File: config.mk
export PLATFORM = sky130hd
export DESIGN_NAME = tcmon_top
export DESIGN_NICKNAME = d
export VERILOG_FILES = /design/src/core/tcmon_pkg.sv /design/src/core/tcmon_top.sv
export SDC_FILE = /design/constraint.sdc
export NUM_CORES = 1
export LEC_CHECK = 0
export ABC_AREA = 1
export BUFFER_PORTS_ARGS = -buffer_cell sky130_fd_sc_hd__buf_2
export CELL_PAD_IN_SITES_DETAIL_PLACEMENT = 1
export CELL_PAD_IN_SITES_GLOBAL_PLACEMENT = 2
export CORE_UTILIZATION = 32
export DETAILED_ROUTE_END_ITERATION = 7
export MAX_ROUTING_LAYER = met4
export PLACE_DENSITY = 0.9
export SYNTH_ARGS = -nofsm -noshare
export SYNTH_HDL_FRONTEND = slang
export SYNTH_SLANG_ARGS = --single-unit
File: constraint.sdc
create_clock -name aclk -period 3.2 [get_ports aclk]
set_clock_uncertainty 0.2 [all_clocks]
set_input_delay 0.32 -clock aclk [delete_from_list [all_inputs] [get_ports aclk]]
set_output_delay 0.32 -clock aclk [all_outputs]
set_load 0.005 [all_outputs]
File: src/core/tcmon_pkg.sv
// Package for the trip circuit monitor: register map, field layout, reset values, timing
// Assumes a 100 MHz aclk and a 32-bit AXI4-Lite register bus
package tcmon_pkg;
  localparam int unsigned CLK_MHZ = 100;
  localparam int unsigned DELAY_UNIT_US = 1000;
  localparam int unsigned DELAY_UNIT_CYC = DELAY_UNIT_US * CLK_MHZ;
  localparam int unsigned NUM_INPUTS = 8;
  localparam logic [7:0] OFS_CTRL = 8'h00;
  localparam logic [7:0] OFS_SEL = 8'h04;
  localparam logic [7:0] OFS_DELAY = 8'h08;
  localparam logic [7:0] OFS_STATUS = 8'h0c;
  localparam logic [7:0] OFS_IRQ_STAT = 8'h10;
  localparam logic [7:0] OFS_IRQ_MASK = 8'h14;
  localparam int unsigned CTRL_PLAN_BIT = 0;
  localparam int unsigned CTRL_MODE_BIT = 1;
  localparam int unsigned CTRL_FUNC_BIT = 2;
  localparam int unsigned CTRL_BLKEN_BIT = 3;
  localparam int unsigned CTRL_POSSRC_BIT = 4;
  localparam logic [31:0] CTRL_RST = 32'h0000_0000;
  localparam logic [31:0] SEL_RST = 32'h0000_0000;
  localparam logic [15:0] DELAY_RST = 16'h0001;
  localparam logic [1:0] IRQ_MASK_RST = 2'h0;
  localparam logic [1:0] RESP_OKAY = 2'h0;
  localparam logic [1:0] RESP_SLVERR = 2'h2;
  typedef enum logic [2:0] {
    TCMON_IDLE = 3'b001,
    TCMON_TIMING = 3'b010,
    TCMON_ALARM = 3'b100
  } tcmon_state_t;
endpackage

File: src/core/tcmon_top.sv
// Trip circuit monitor: watches the breaker trip circuit through selected digital inputs
// Assumes inputs synchronous to aclk; configuration over AXI4-Lite
//
// Added by the designer: the register offsets and the AXI4-Lite slave port.
`timescale 1ns/1ps
`default_nettype none
module tcmon_top
  import tcmon_pkg::*;
#(
  parameter int unsigned UNIT_CYC = tcmon_pkg::DELAY_UNIT_CYC
) (
  input  wire logic        aclk,
  input  wire logic        aresetn,
  input  wire logic [7:0]  slot_inputs,
  input  wire logic        switchgear_position_signal,
  input  wire logic        breaker_closed_aux_contact,
  input  wire logic        external_block_first,
  input  wire logic        external_block_second,
  output logic             alarm,
  output logic             irq,
  input  wire logic [7:0]  s_axi_awaddr,
  input  wire logic        s_axi_awvalid,
  output logic             s_axi_awready,
  input  wire logic [31:0] s_axi_wdata,
  input  wire logic [3:0]  s_axi_wstrb,
  input  wire logic        s_axi_wvalid,
  output logic             s_axi_wready,
  output logic [1:0]       s_axi_bresp,
  output logic             s_axi_bvalid,
  input  wire logic        s_axi_bready,
  input  wire logic [7:0]  s_axi_araddr,
  input  wire logic        s_axi_arvalid,
  output logic             s_axi_arready,
  output logic [31:0]      s_axi_rdata,
  output logic [1:0]       s_axi_rresp,
  output logic             s_axi_rvalid,
  input  wire logic        s_axi_rready
);
  import tcmon_pkg::*;

  // Selector code 0 means unassigned, 1..8 pick slot one inputs
  function automatic logic pick_input(input logic [3:0] sel, input logic [7:0] ins);
    logic r;
    r = 1'b1;
    if (sel != 4'h0 && sel <= 4'h8) begin
      r = ins[3'(sel - 4'h1)];
    end
    return r;
  endfunction

  function automatic logic sel_valid(input logic [3:0] sel);
    return (sel != 4'h0) && (sel <= 4'h8);
  endfunction

  logic [31:0]  ctrl_q;
  logic [7:0]   sel_q;
  logic [15:0]  delay_q;
  logic [1:0]   irq_stat_q;
  logic [1:0]   irq_mask_q;
  tcmon_state_t state_q;
  logic [31:0]  unit_cnt_q;
  logic [15:0]  dly_cnt_q;
  logic [7:0]   aw_addr_q;
  logic         aw_have_q;
  logic [31:0]  w_data_q;
  logic [3:0]   w_strb_q;
  logic         w_have_q;

  // Configuration decode
  logic enabled, mode_either, blk_allowed, breaker_closed, monitoring, blocked, fault;
  logic in1, in2;
  assign enabled = ctrl_q[CTRL_PLAN_BIT] & ctrl_q[CTRL_FUNC_BIT];
  assign mode_either = ctrl_q[CTRL_MODE_BIT];
  assign blk_allowed = ctrl_q[CTRL_BLKEN_BIT];
  // Position source: switchgear signal or the closed aux contact directly
  assign breaker_closed = ctrl_q[CTRL_POSSRC_BIT] ? breaker_closed_aux_contact
                                                  : switchgear_position_signal;
  assign blocked = blk_allowed & (external_block_first | external_block_second);
  assign in1 = pick_input(sel_q[3:0], slot_inputs);
  assign in2 = pick_input(sel_q[7:4], slot_inputs);
  // Closed-only supervises while closed; either mode always
  assign monitoring = enabled & ~blocked & (mode_either | breaker_closed);
  // Dead supply drops the inputs, which reads as a broken circuit
  always_comb begin
    fault = 1'b0;
    if (monitoring) begin
      if (breaker_closed) begin
        fault = sel_valid(sel_q[3:0]) & ~in1;
      end else begin
        fault = mode_either & sel_valid(sel_q[7:4]) & ~in2;
      end
    end
  end

  // Delay prescaler ticks once per delay unit while timing
  logic unit_tick;
  assign unit_tick = (unit_cnt_q == UNIT_CYC - 1);
  always_ff @(posedge aclk) begin
    if (!aresetn || state_q != TCMON_TIMING || !fault) begin
      unit_cnt_q <= 32'h0000_0000;
    end else if (unit_tick) begin
      unit_cnt_q <= 32'h0000_0000;
    end else begin
      unit_cnt_q <= unit_cnt_q + 32'h0000_0001;
    end
  end

  // Alarm state machine; any gap in the fault restarts the wait
  always_ff @(posedge aclk) begin
    if (!aresetn) begin
      state_q <= TCMON_IDLE;
      dly_cnt_q <= 16'h0000;
    end else begin
      unique case (state_q)
        TCMON_IDLE: begin
          dly_cnt_q <= 16'h0000;
          if (fault) begin
            state_q <= TCMON_TIMING;
          end
        end
        TCMON_TIMING: begin
          if (!fault) begin
            state_q <= TCMON_IDLE;
            dly_cnt_q <= 16'h0000;
          end else if (unit_tick) begin
            if (dly_cnt_q + 16'h0001 >= delay_q) begin
              state_q <= TCMON_ALARM;
            end
            dly_cnt_q <= dly_cnt_q + 16'h0001;
          end
        end
        TCMON_ALARM: begin
          if (!fault) begin
            state_q <= TCMON_IDLE;
          end
        end
      endcase
    end
  end

  // Alarm output registered from the alarm state gated by the live fault
  always_ff @(posedge aclk) begin
    if (!aresetn) begin
      alarm <= 1'b0;
    end else begin
      alarm <= (state_q == TCMON_ALARM) & fault;
    end
  end

  // Events: bit 0 alarm raised, bit 1 alarm cleared
  logic alarm_rise, alarm_fall, stat_rd;
  logic [1:0] ev;
  assign alarm_rise = (state_q == TCMON_ALARM) & fault & ~alarm;
  assign alarm_fall = alarm & ~((state_q == TCMON_ALARM) & fault);
  assign ev = {alarm_fall, alarm_rise};
  assign stat_rd = s_axi_arvalid & s_axi_arready & (s_axi_araddr[7:2] == OFS_IRQ_STAT[7:2]);

  // Sticky status; a new event wins over the read clear
  always_ff @(posedge aclk) begin
    if (!aresetn) begin
      irq_stat_q <= 2'h0;
    end else begin
      irq_stat_q <= (stat_rd ? 2'h0 : irq_stat_q) | ev;
    end
  end

  always_ff @(posedge aclk) begin
    if (!aresetn) begin
      irq <= 1'b0;
    end else begin
      irq <= |(((stat_rd ? 2'h0 : irq_stat_q) | ev) & irq_mask_q);
    end
  end

  // Write channel: address and data taken in either order
  logic do_write;
  assign do_write = aw_have_q & w_have_q & ~s_axi_bvalid;
  always_ff @(posedge aclk) begin
    if (!aresetn) begin
      aw_have_q <= 1'b0;
      w_have_q <= 1'b0;
      aw_addr_q <= 8'h00;
      w_data_q <= 32'h0000_0000;
      w_strb_q <= 4'h0;
      s_axi_awready <= 1'b0;
      s_axi_wready <= 1'b0;
      s_axi_bvalid <= 1'b0;
      s_axi_bresp <= RESP_OKAY;
    end else begin
      s_axi_awready <= ~aw_have_q & ~s_axi_awready & ~s_axi_bvalid;
      s_axi_wready <= ~w_have_q & ~s_axi_wready & ~s_axi_bvalid;
      if (s_axi_awvalid && s_axi_awready) begin
        aw_have_q <= 1'b1;
        aw_addr_q <= s_axi_awaddr;
        s_axi_awready <= 1'b0;
      end
      if (s_axi_wvalid && s_axi_wready) begin
        w_have_q <= 1'b1;
        w_data_q <= s_axi_wdata;
        w_strb_q <= s_axi_wstrb;
        s_axi_wready <= 1'b0;
      end
      if (do_write) begin
        aw_have_q <= 1'b0;
        w_have_q <= 1'b0;
        s_axi_bvalid <= 1'b1;
        unique case (aw_addr_q[7:2])
          OFS_CTRL[7:2], OFS_SEL[7:2], OFS_DELAY[7:2], OFS_STATUS[7:2],
          OFS_IRQ_STAT[7:2], OFS_IRQ_MASK[7:2]: s_axi_bresp <= RESP_OKAY;
          default: s_axi_bresp <= RESP_SLVERR;
        endcase
      end else if (s_axi_bvalid && s_axi_bready) begin
        s_axi_bvalid <= 1'b0;
      end
    end
  end

  // Configuration registers with byte strobes
  always_ff @(posedge aclk) begin
    if (!aresetn) begin
      ctrl_q <= CTRL_RST;
      sel_q <= SEL_RST[7:0];
      delay_q <= DELAY_RST;
      irq_mask_q <= IRQ_MASK_RST;
    end else if (do_write) begin
      if (aw_addr_q[7:2] == OFS_CTRL[7:2] && w_strb_q[0]) begin
        ctrl_q <= {27'h0, w_data_q[4:0]};
      end
      if (aw_addr_q[7:2] == OFS_SEL[7:2] && w_strb_q[0]) begin
        sel_q <= w_data_q[7:0];
      end
      if (aw_addr_q[7:2] == OFS_DELAY[7:2]) begin
        if (w_strb_q[0]) delay_q[7:0] <= w_data_q[7:0];
        if (w_strb_q[1]) delay_q[15:8] <= w_data_q[15:8];
      end
      if (aw_addr_q[7:2] == OFS_IRQ_MASK[7:2] && w_strb_q[0]) begin
        irq_mask_q <= w_data_q[1:0];
      end
    end
  end

  // Read channel: one cycle to arready, data the cycle after
  always_ff @(posedge aclk) begin
    if (!aresetn) begin
      s_axi_arready <= 1'b0;
      s_axi_rvalid <= 1'b0;
      s_axi_rdata <= 32'h0000_0000;
      s_axi_rresp <= RESP_OKAY;
    end else begin
      s_axi_arready <= s_axi_arvalid & ~s_axi_arready & ~s_axi_rvalid;
      if (s_axi_arvalid && s_axi_arready) begin
        s_axi_rvalid <= 1'b1;
        s_axi_rresp <= RESP_OKAY;
        unique case (s_axi_araddr[7:2])
          OFS_CTRL[7:2]: s_axi_rdata <= ctrl_q;
          OFS_SEL[7:2]: s_axi_rdata <= {24'h0, sel_q};
          OFS_DELAY[7:2]: s_axi_rdata <= {16'h0, delay_q};
          OFS_STATUS[7:2]: s_axi_rdata <= {28'h0, state_q[2], fault, monitoring, alarm};
          OFS_IRQ_STAT[7:2]: s_axi_rdata <= {30'h0, irq_stat_q};
          OFS_IRQ_MASK[7:2]: s_axi_rdata <= {30'h0, irq_mask_q};
          default: begin
            s_axi_rdata <= 32'h0000_0000;
            s_axi_rresp <= RESP_SLVERR;
          end
        endcase
      end else if (s_axi_rvalid && s_axi_rready) begin
        s_axi_rvalid <= 1'b0;
      end
    end
  end

  // Checks; each property sits right above its assertion
  property p_no_alarm_unmon;
    @(posedge aclk) disable iff (!aresetn)
    !monitoring |=> !alarm;
  endproperty
  a_no_alarm_unmon: assert property (p_no_alarm_unmon)
    else $error("alarm while not monitoring");
  property p_closed_only;
    @(posedge aclk) disable iff (!aresetn)
    (!mode_either && !breaker_closed) |-> !fault;
  endproperty
  a_closed_only: assert property (p_closed_only)
    else $error("fault outside closed position in closed mode");
  property p_block;
    @(posedge aclk) disable iff (!aresetn)
    blocked |-> !fault;
  endproperty
  a_block: assert property (p_block)
    else $error("fault while blocked");
  property p_disabled;
    @(posedge aclk) disable iff (!aresetn)
    !enabled |-> !fault;
  endproperty
  a_disabled: assert property (p_disabled)
    else $error("fault while disabled");
  property p_no_early;
    @(posedge aclk) disable iff (!aresetn)
    (state_q == TCMON_IDLE) |=> !alarm;
  endproperty
  a_no_early: assert property (p_no_early)
    else $error("alarm without delay");
  property p_clear;
    @(posedge aclk) disable iff (!aresetn)
    !fault |=> !alarm;
  endproperty
  a_clear: assert property (p_clear)
    else $error("alarm not cleared");
  property p_restart;
    @(posedge aclk) disable iff (!aresetn)
    (state_q == TCMON_TIMING && !fault) |=> (state_q == TCMON_IDLE && dly_cnt_q == 16'h0000);
  endproperty
  a_restart: assert property (p_restart)
    else $error("delay not restarted");
  property p_sticky;
    @(posedge aclk) disable iff (!aresetn)
    alarm_rise |=> irq_stat_q[0];
  endproperty
  a_sticky: assert property (p_sticky)
    else $error("event lost");
  property p_rise_from_alarm;
    @(posedge aclk) disable iff (!aresetn)
    $rose(alarm) |-> ($past(state_q) == TCMON_ALARM);
  endproperty
  a_rise_from_alarm: assert property (p_rise_from_alarm)
    else $error("alarm raised without the delay state");
  property p_closed_uses_first;
    @(posedge aclk) disable iff (!aresetn)
    (monitoring && breaker_closed && sel_valid(sel_q[3:0]) && !in1) |-> fault;
  endproperty
  a_closed_uses_first: assert property (p_closed_uses_first)
    else $error("dropped closed-state input not seen as fault");
  property p_open_uses_second;
    @(posedge aclk) disable iff (!aresetn)
    (monitoring && mode_either && !breaker_closed && sel_valid(sel_q[7:4]) && !in2) |-> fault;
  endproperty
  a_open_uses_second: assert property (p_open_uses_second)
    else $error("dropped open-state input not seen as fault");
  property p_wr_pending;
    @(posedge aclk) disable iff (!aresetn)
    s_axi_bvalid |-> (!s_axi_awready && !s_axi_wready);
  endproperty
  a_wr_pending: assert property (p_wr_pending)
    else $error("write accepted while a response is pending");
endmodule // tcmon_top
`default_nettype wire

==> results.ini <==
[outcome]
outcome = completed

[power]
irDropWorstVdd_v = 0.000403
p_per_area_nw_per_um2 = 630
p_leak_nw = 3.61

[final_layout]
layout-drive-gt1-share = 0.147
utilization = 0.389
fin_nets = 1192
syn2layout_area_growth_pct = 19.2
n_antenna_cell = 0
fillers = 2775

[worst_hold_path]
hold_path_class = input port to flop
holdPathStages = 4

[global_route]
grt_pass1_wl_um = 33400
grt_max_degree = 72
grt_overflow = 0
antenna_found_initial = 0
grt_pass1_vias = 6750
track_usage = 0.192

[worst_setup_path]
critical_path.startpoint_type = flop
setup.worst_path.end_class = flop
crit_fanout = 4
critical_path_required_ns = 3.31
rrSetupSlack_ns = 0.27
worstRegToRegCells = 18
worstSetupPathType = flop to flop
worstPathArrival_ns = 3.04

[synthesis]
yosys.area.top_type = dfxtp_1
netlist_area_um2 = 7120
async_flop_share = 0
synth_edf_count = 0
synth_area_leaders = dfxtp_1, nor2_1, nand2_1
synth_top_area_share = 0.380
ys_seq_elements = 135
syn_inst = 1010
synth_cell_types = 46
synth.most_common_cell = nor2_1
avgSynthCellArea_um2 = 7.05
synth_ff_type = dfxtp_1
ys_seq_area_frac = 0.380
yosysWarnings = 0
synthTopCellsByCount = nor2_1, nand2_1, inv_1, dfxtp_1, o21ai_0

[cts]
clkSinkCount = 135
root_buffer = clkbuf_16
clk_latency_ns = 0.42
cts_tree = built
ctsLongestPathBuffers = 2
htree_levels = 4
clk_pin_slew_worst_paths_ns = 0.06
cts-buffers-inserted = 17

[floorplan]
die_h_um = 151
coreArea_um2 = 21800
num_rows = 54
initial_core_util = 0.326
die_x_um = 151
die_area_um2 = 22800
pin_count = 114

[run]
drv_cap = 0

[timing]
drv_slew = 0
relSlewSlack = 0.299
final_hold_viol_count = 0
grt_setup_unrepaired = no
min_period_ns = 2.93
max_clock_freq_ghz = 0.341
final.period_utilization = 0.915
totalNegativeSetupSlack_ns = 0
tightest_slew_ns = 1.05
finalSetupViolations = 0

[placement]
numPortBuffers = 73
gp_congestion = 0.854
dp_hpwl_um = 14800

[detailed_routing]
firstDrtPassIters = 4
drt_iter0_markers = 245
routedWlPerCell_um = 14.4
drcViolationCount = 0
via_per_inst = 4.73
drt-total-wl_um = 20000
via_count = 6590
ant_nets = 0

-- kinds of logic after synthesis --
kind of cell	share of synthesized area
xor+xnor	0.0258
fa+ha+maj	0.0387
flops	0.380
buf+inv	0.116
simple gates	0.295
compound gates	0.144
other cells	0.000527
-- flip-flops by register name, indices dropped and copies added, names as in the netlist, 2 cells and up --
name and flops:
dly_cnt_q 16, unit_cnt_q 32, irq_mask_q 2, delay_q 16, sel_q 8, w_data_q 16
w_strb_q 2, state_q 3, s_axi_rdata 16, irq_stat_q 2, aw_addr_q 6, ctrl_q 5
-- metrics by stage --
step	setup WS, ns	hold slack [ns]	area, um^2	power (mW)	cells
3_3_place_gp	0.238	0.205	7670	3.37	1338
4_1_cts	0.107	0.00186	8440	5.35	1392
6_report	0.271	0.0140	8490	5.35	1392
2_1_floorplan	0.602	0.201	7180	3.09	1027
5_1_grt	0.00207	0.0123	8490	5.72	1392
3_5_place_dp	0.185	0.215	7670	3.44	1338
-- placed cells by master (no fill, tap or decap), types with 17 or more instances in the layout --
cell type and count:
buf_2 73, ha_1 22, nand3_1 40, nor2_1 165, xor2_1 18, a21oi_1 65, inv_1 135, o21ai_0 83
nor3_1 20, dlygate4sd3_1 22, conb_1 18, clkbuf_16 17, nand2_1 154, o21bai_1 19, dfxtp_1 132, nand4_1 18
-- timing repair --
action | 4_1_cts | 5_1_grt
endpoints found under the hold margin | 22 | 0
gates resized for setup | 0 | 12
setup endpoints to repair | 0 | 3
hold buffers | 22 | 0
buffers inserted | 0 | 0
-- critical path, stage by stage, from the launching register on --
cell     delay (ns)
dfxtp_1        0.39
inv_2          0.10
nor4_4         0.27
nand2_1        0.13
inv_1          0.10
nand3_1        0.10
xor2_1         0.22
inv_1          0.07
ha_1           0.30
a21oi_1        0.15
o21ai_0        0.13
a21oi_2        0.19
nand2_1        0.08
nor2_1         0.08
nand3_1        0.07
nand2_1        0.08
nor2_1         0.05
nor2_1         0.08
nor2_1         0.04
-- layout make-up --
| type | count | area [um^2] | share of cell area |
|---|---|---|---|
| inverters | 148 | 558 | 0.0658 |
| well taps | 280 | 350 | 0.0413 |
| flip-flops and latches | 135 | 2710 | 0.319 |
| clock inverters | 11 | 101 | 0.0119 |
| clock buffers | 21 | 450 | 0.0531 |
| repair buffers | 100 | 623 | 0.0734 |
| multi-input cells | 697 | 3700 | 0.436 |
-- path summary, 6_finish.rpt --
kind | startpoint | to
worst max-delay path | dly_cnt_q[4]$_SDFFE_PN0P_ | state_q[2]$_SDFFE_PN0P_
worst min register to register | w_have_q$_SDFFE_PP0P_ | s_axi_wready$_SDFF_PP0_
worst max register to register | dly_cnt_q[4]$_SDFFE_PN0P_ | state_q[2]$_SDFFE_PN0P_
worst min-delay path | s_axi_bready | s_axi_bvalid$_SDFFE_PN0P_
-- layer usage --
metal,GRT usage,vias up,routed length (um)
met5,-,-,0
met4,0.0545,0,258
met3,0.0352,16,603
met2,0.333,90,9750
met1,0.226,3087,9390
li1,-,3397,-
-- report_power, final --
group | internal [mW] | switching, mW | total [mW]
clock | 1.09 | 0.769 | 1.86
combinational | 0.523 | 0.963 | 1.49
sequential | 1.84 | 0.161 | 2.00
total | 3.45 | 1.89 | 5.35
(Power assumes the default switching activity.)
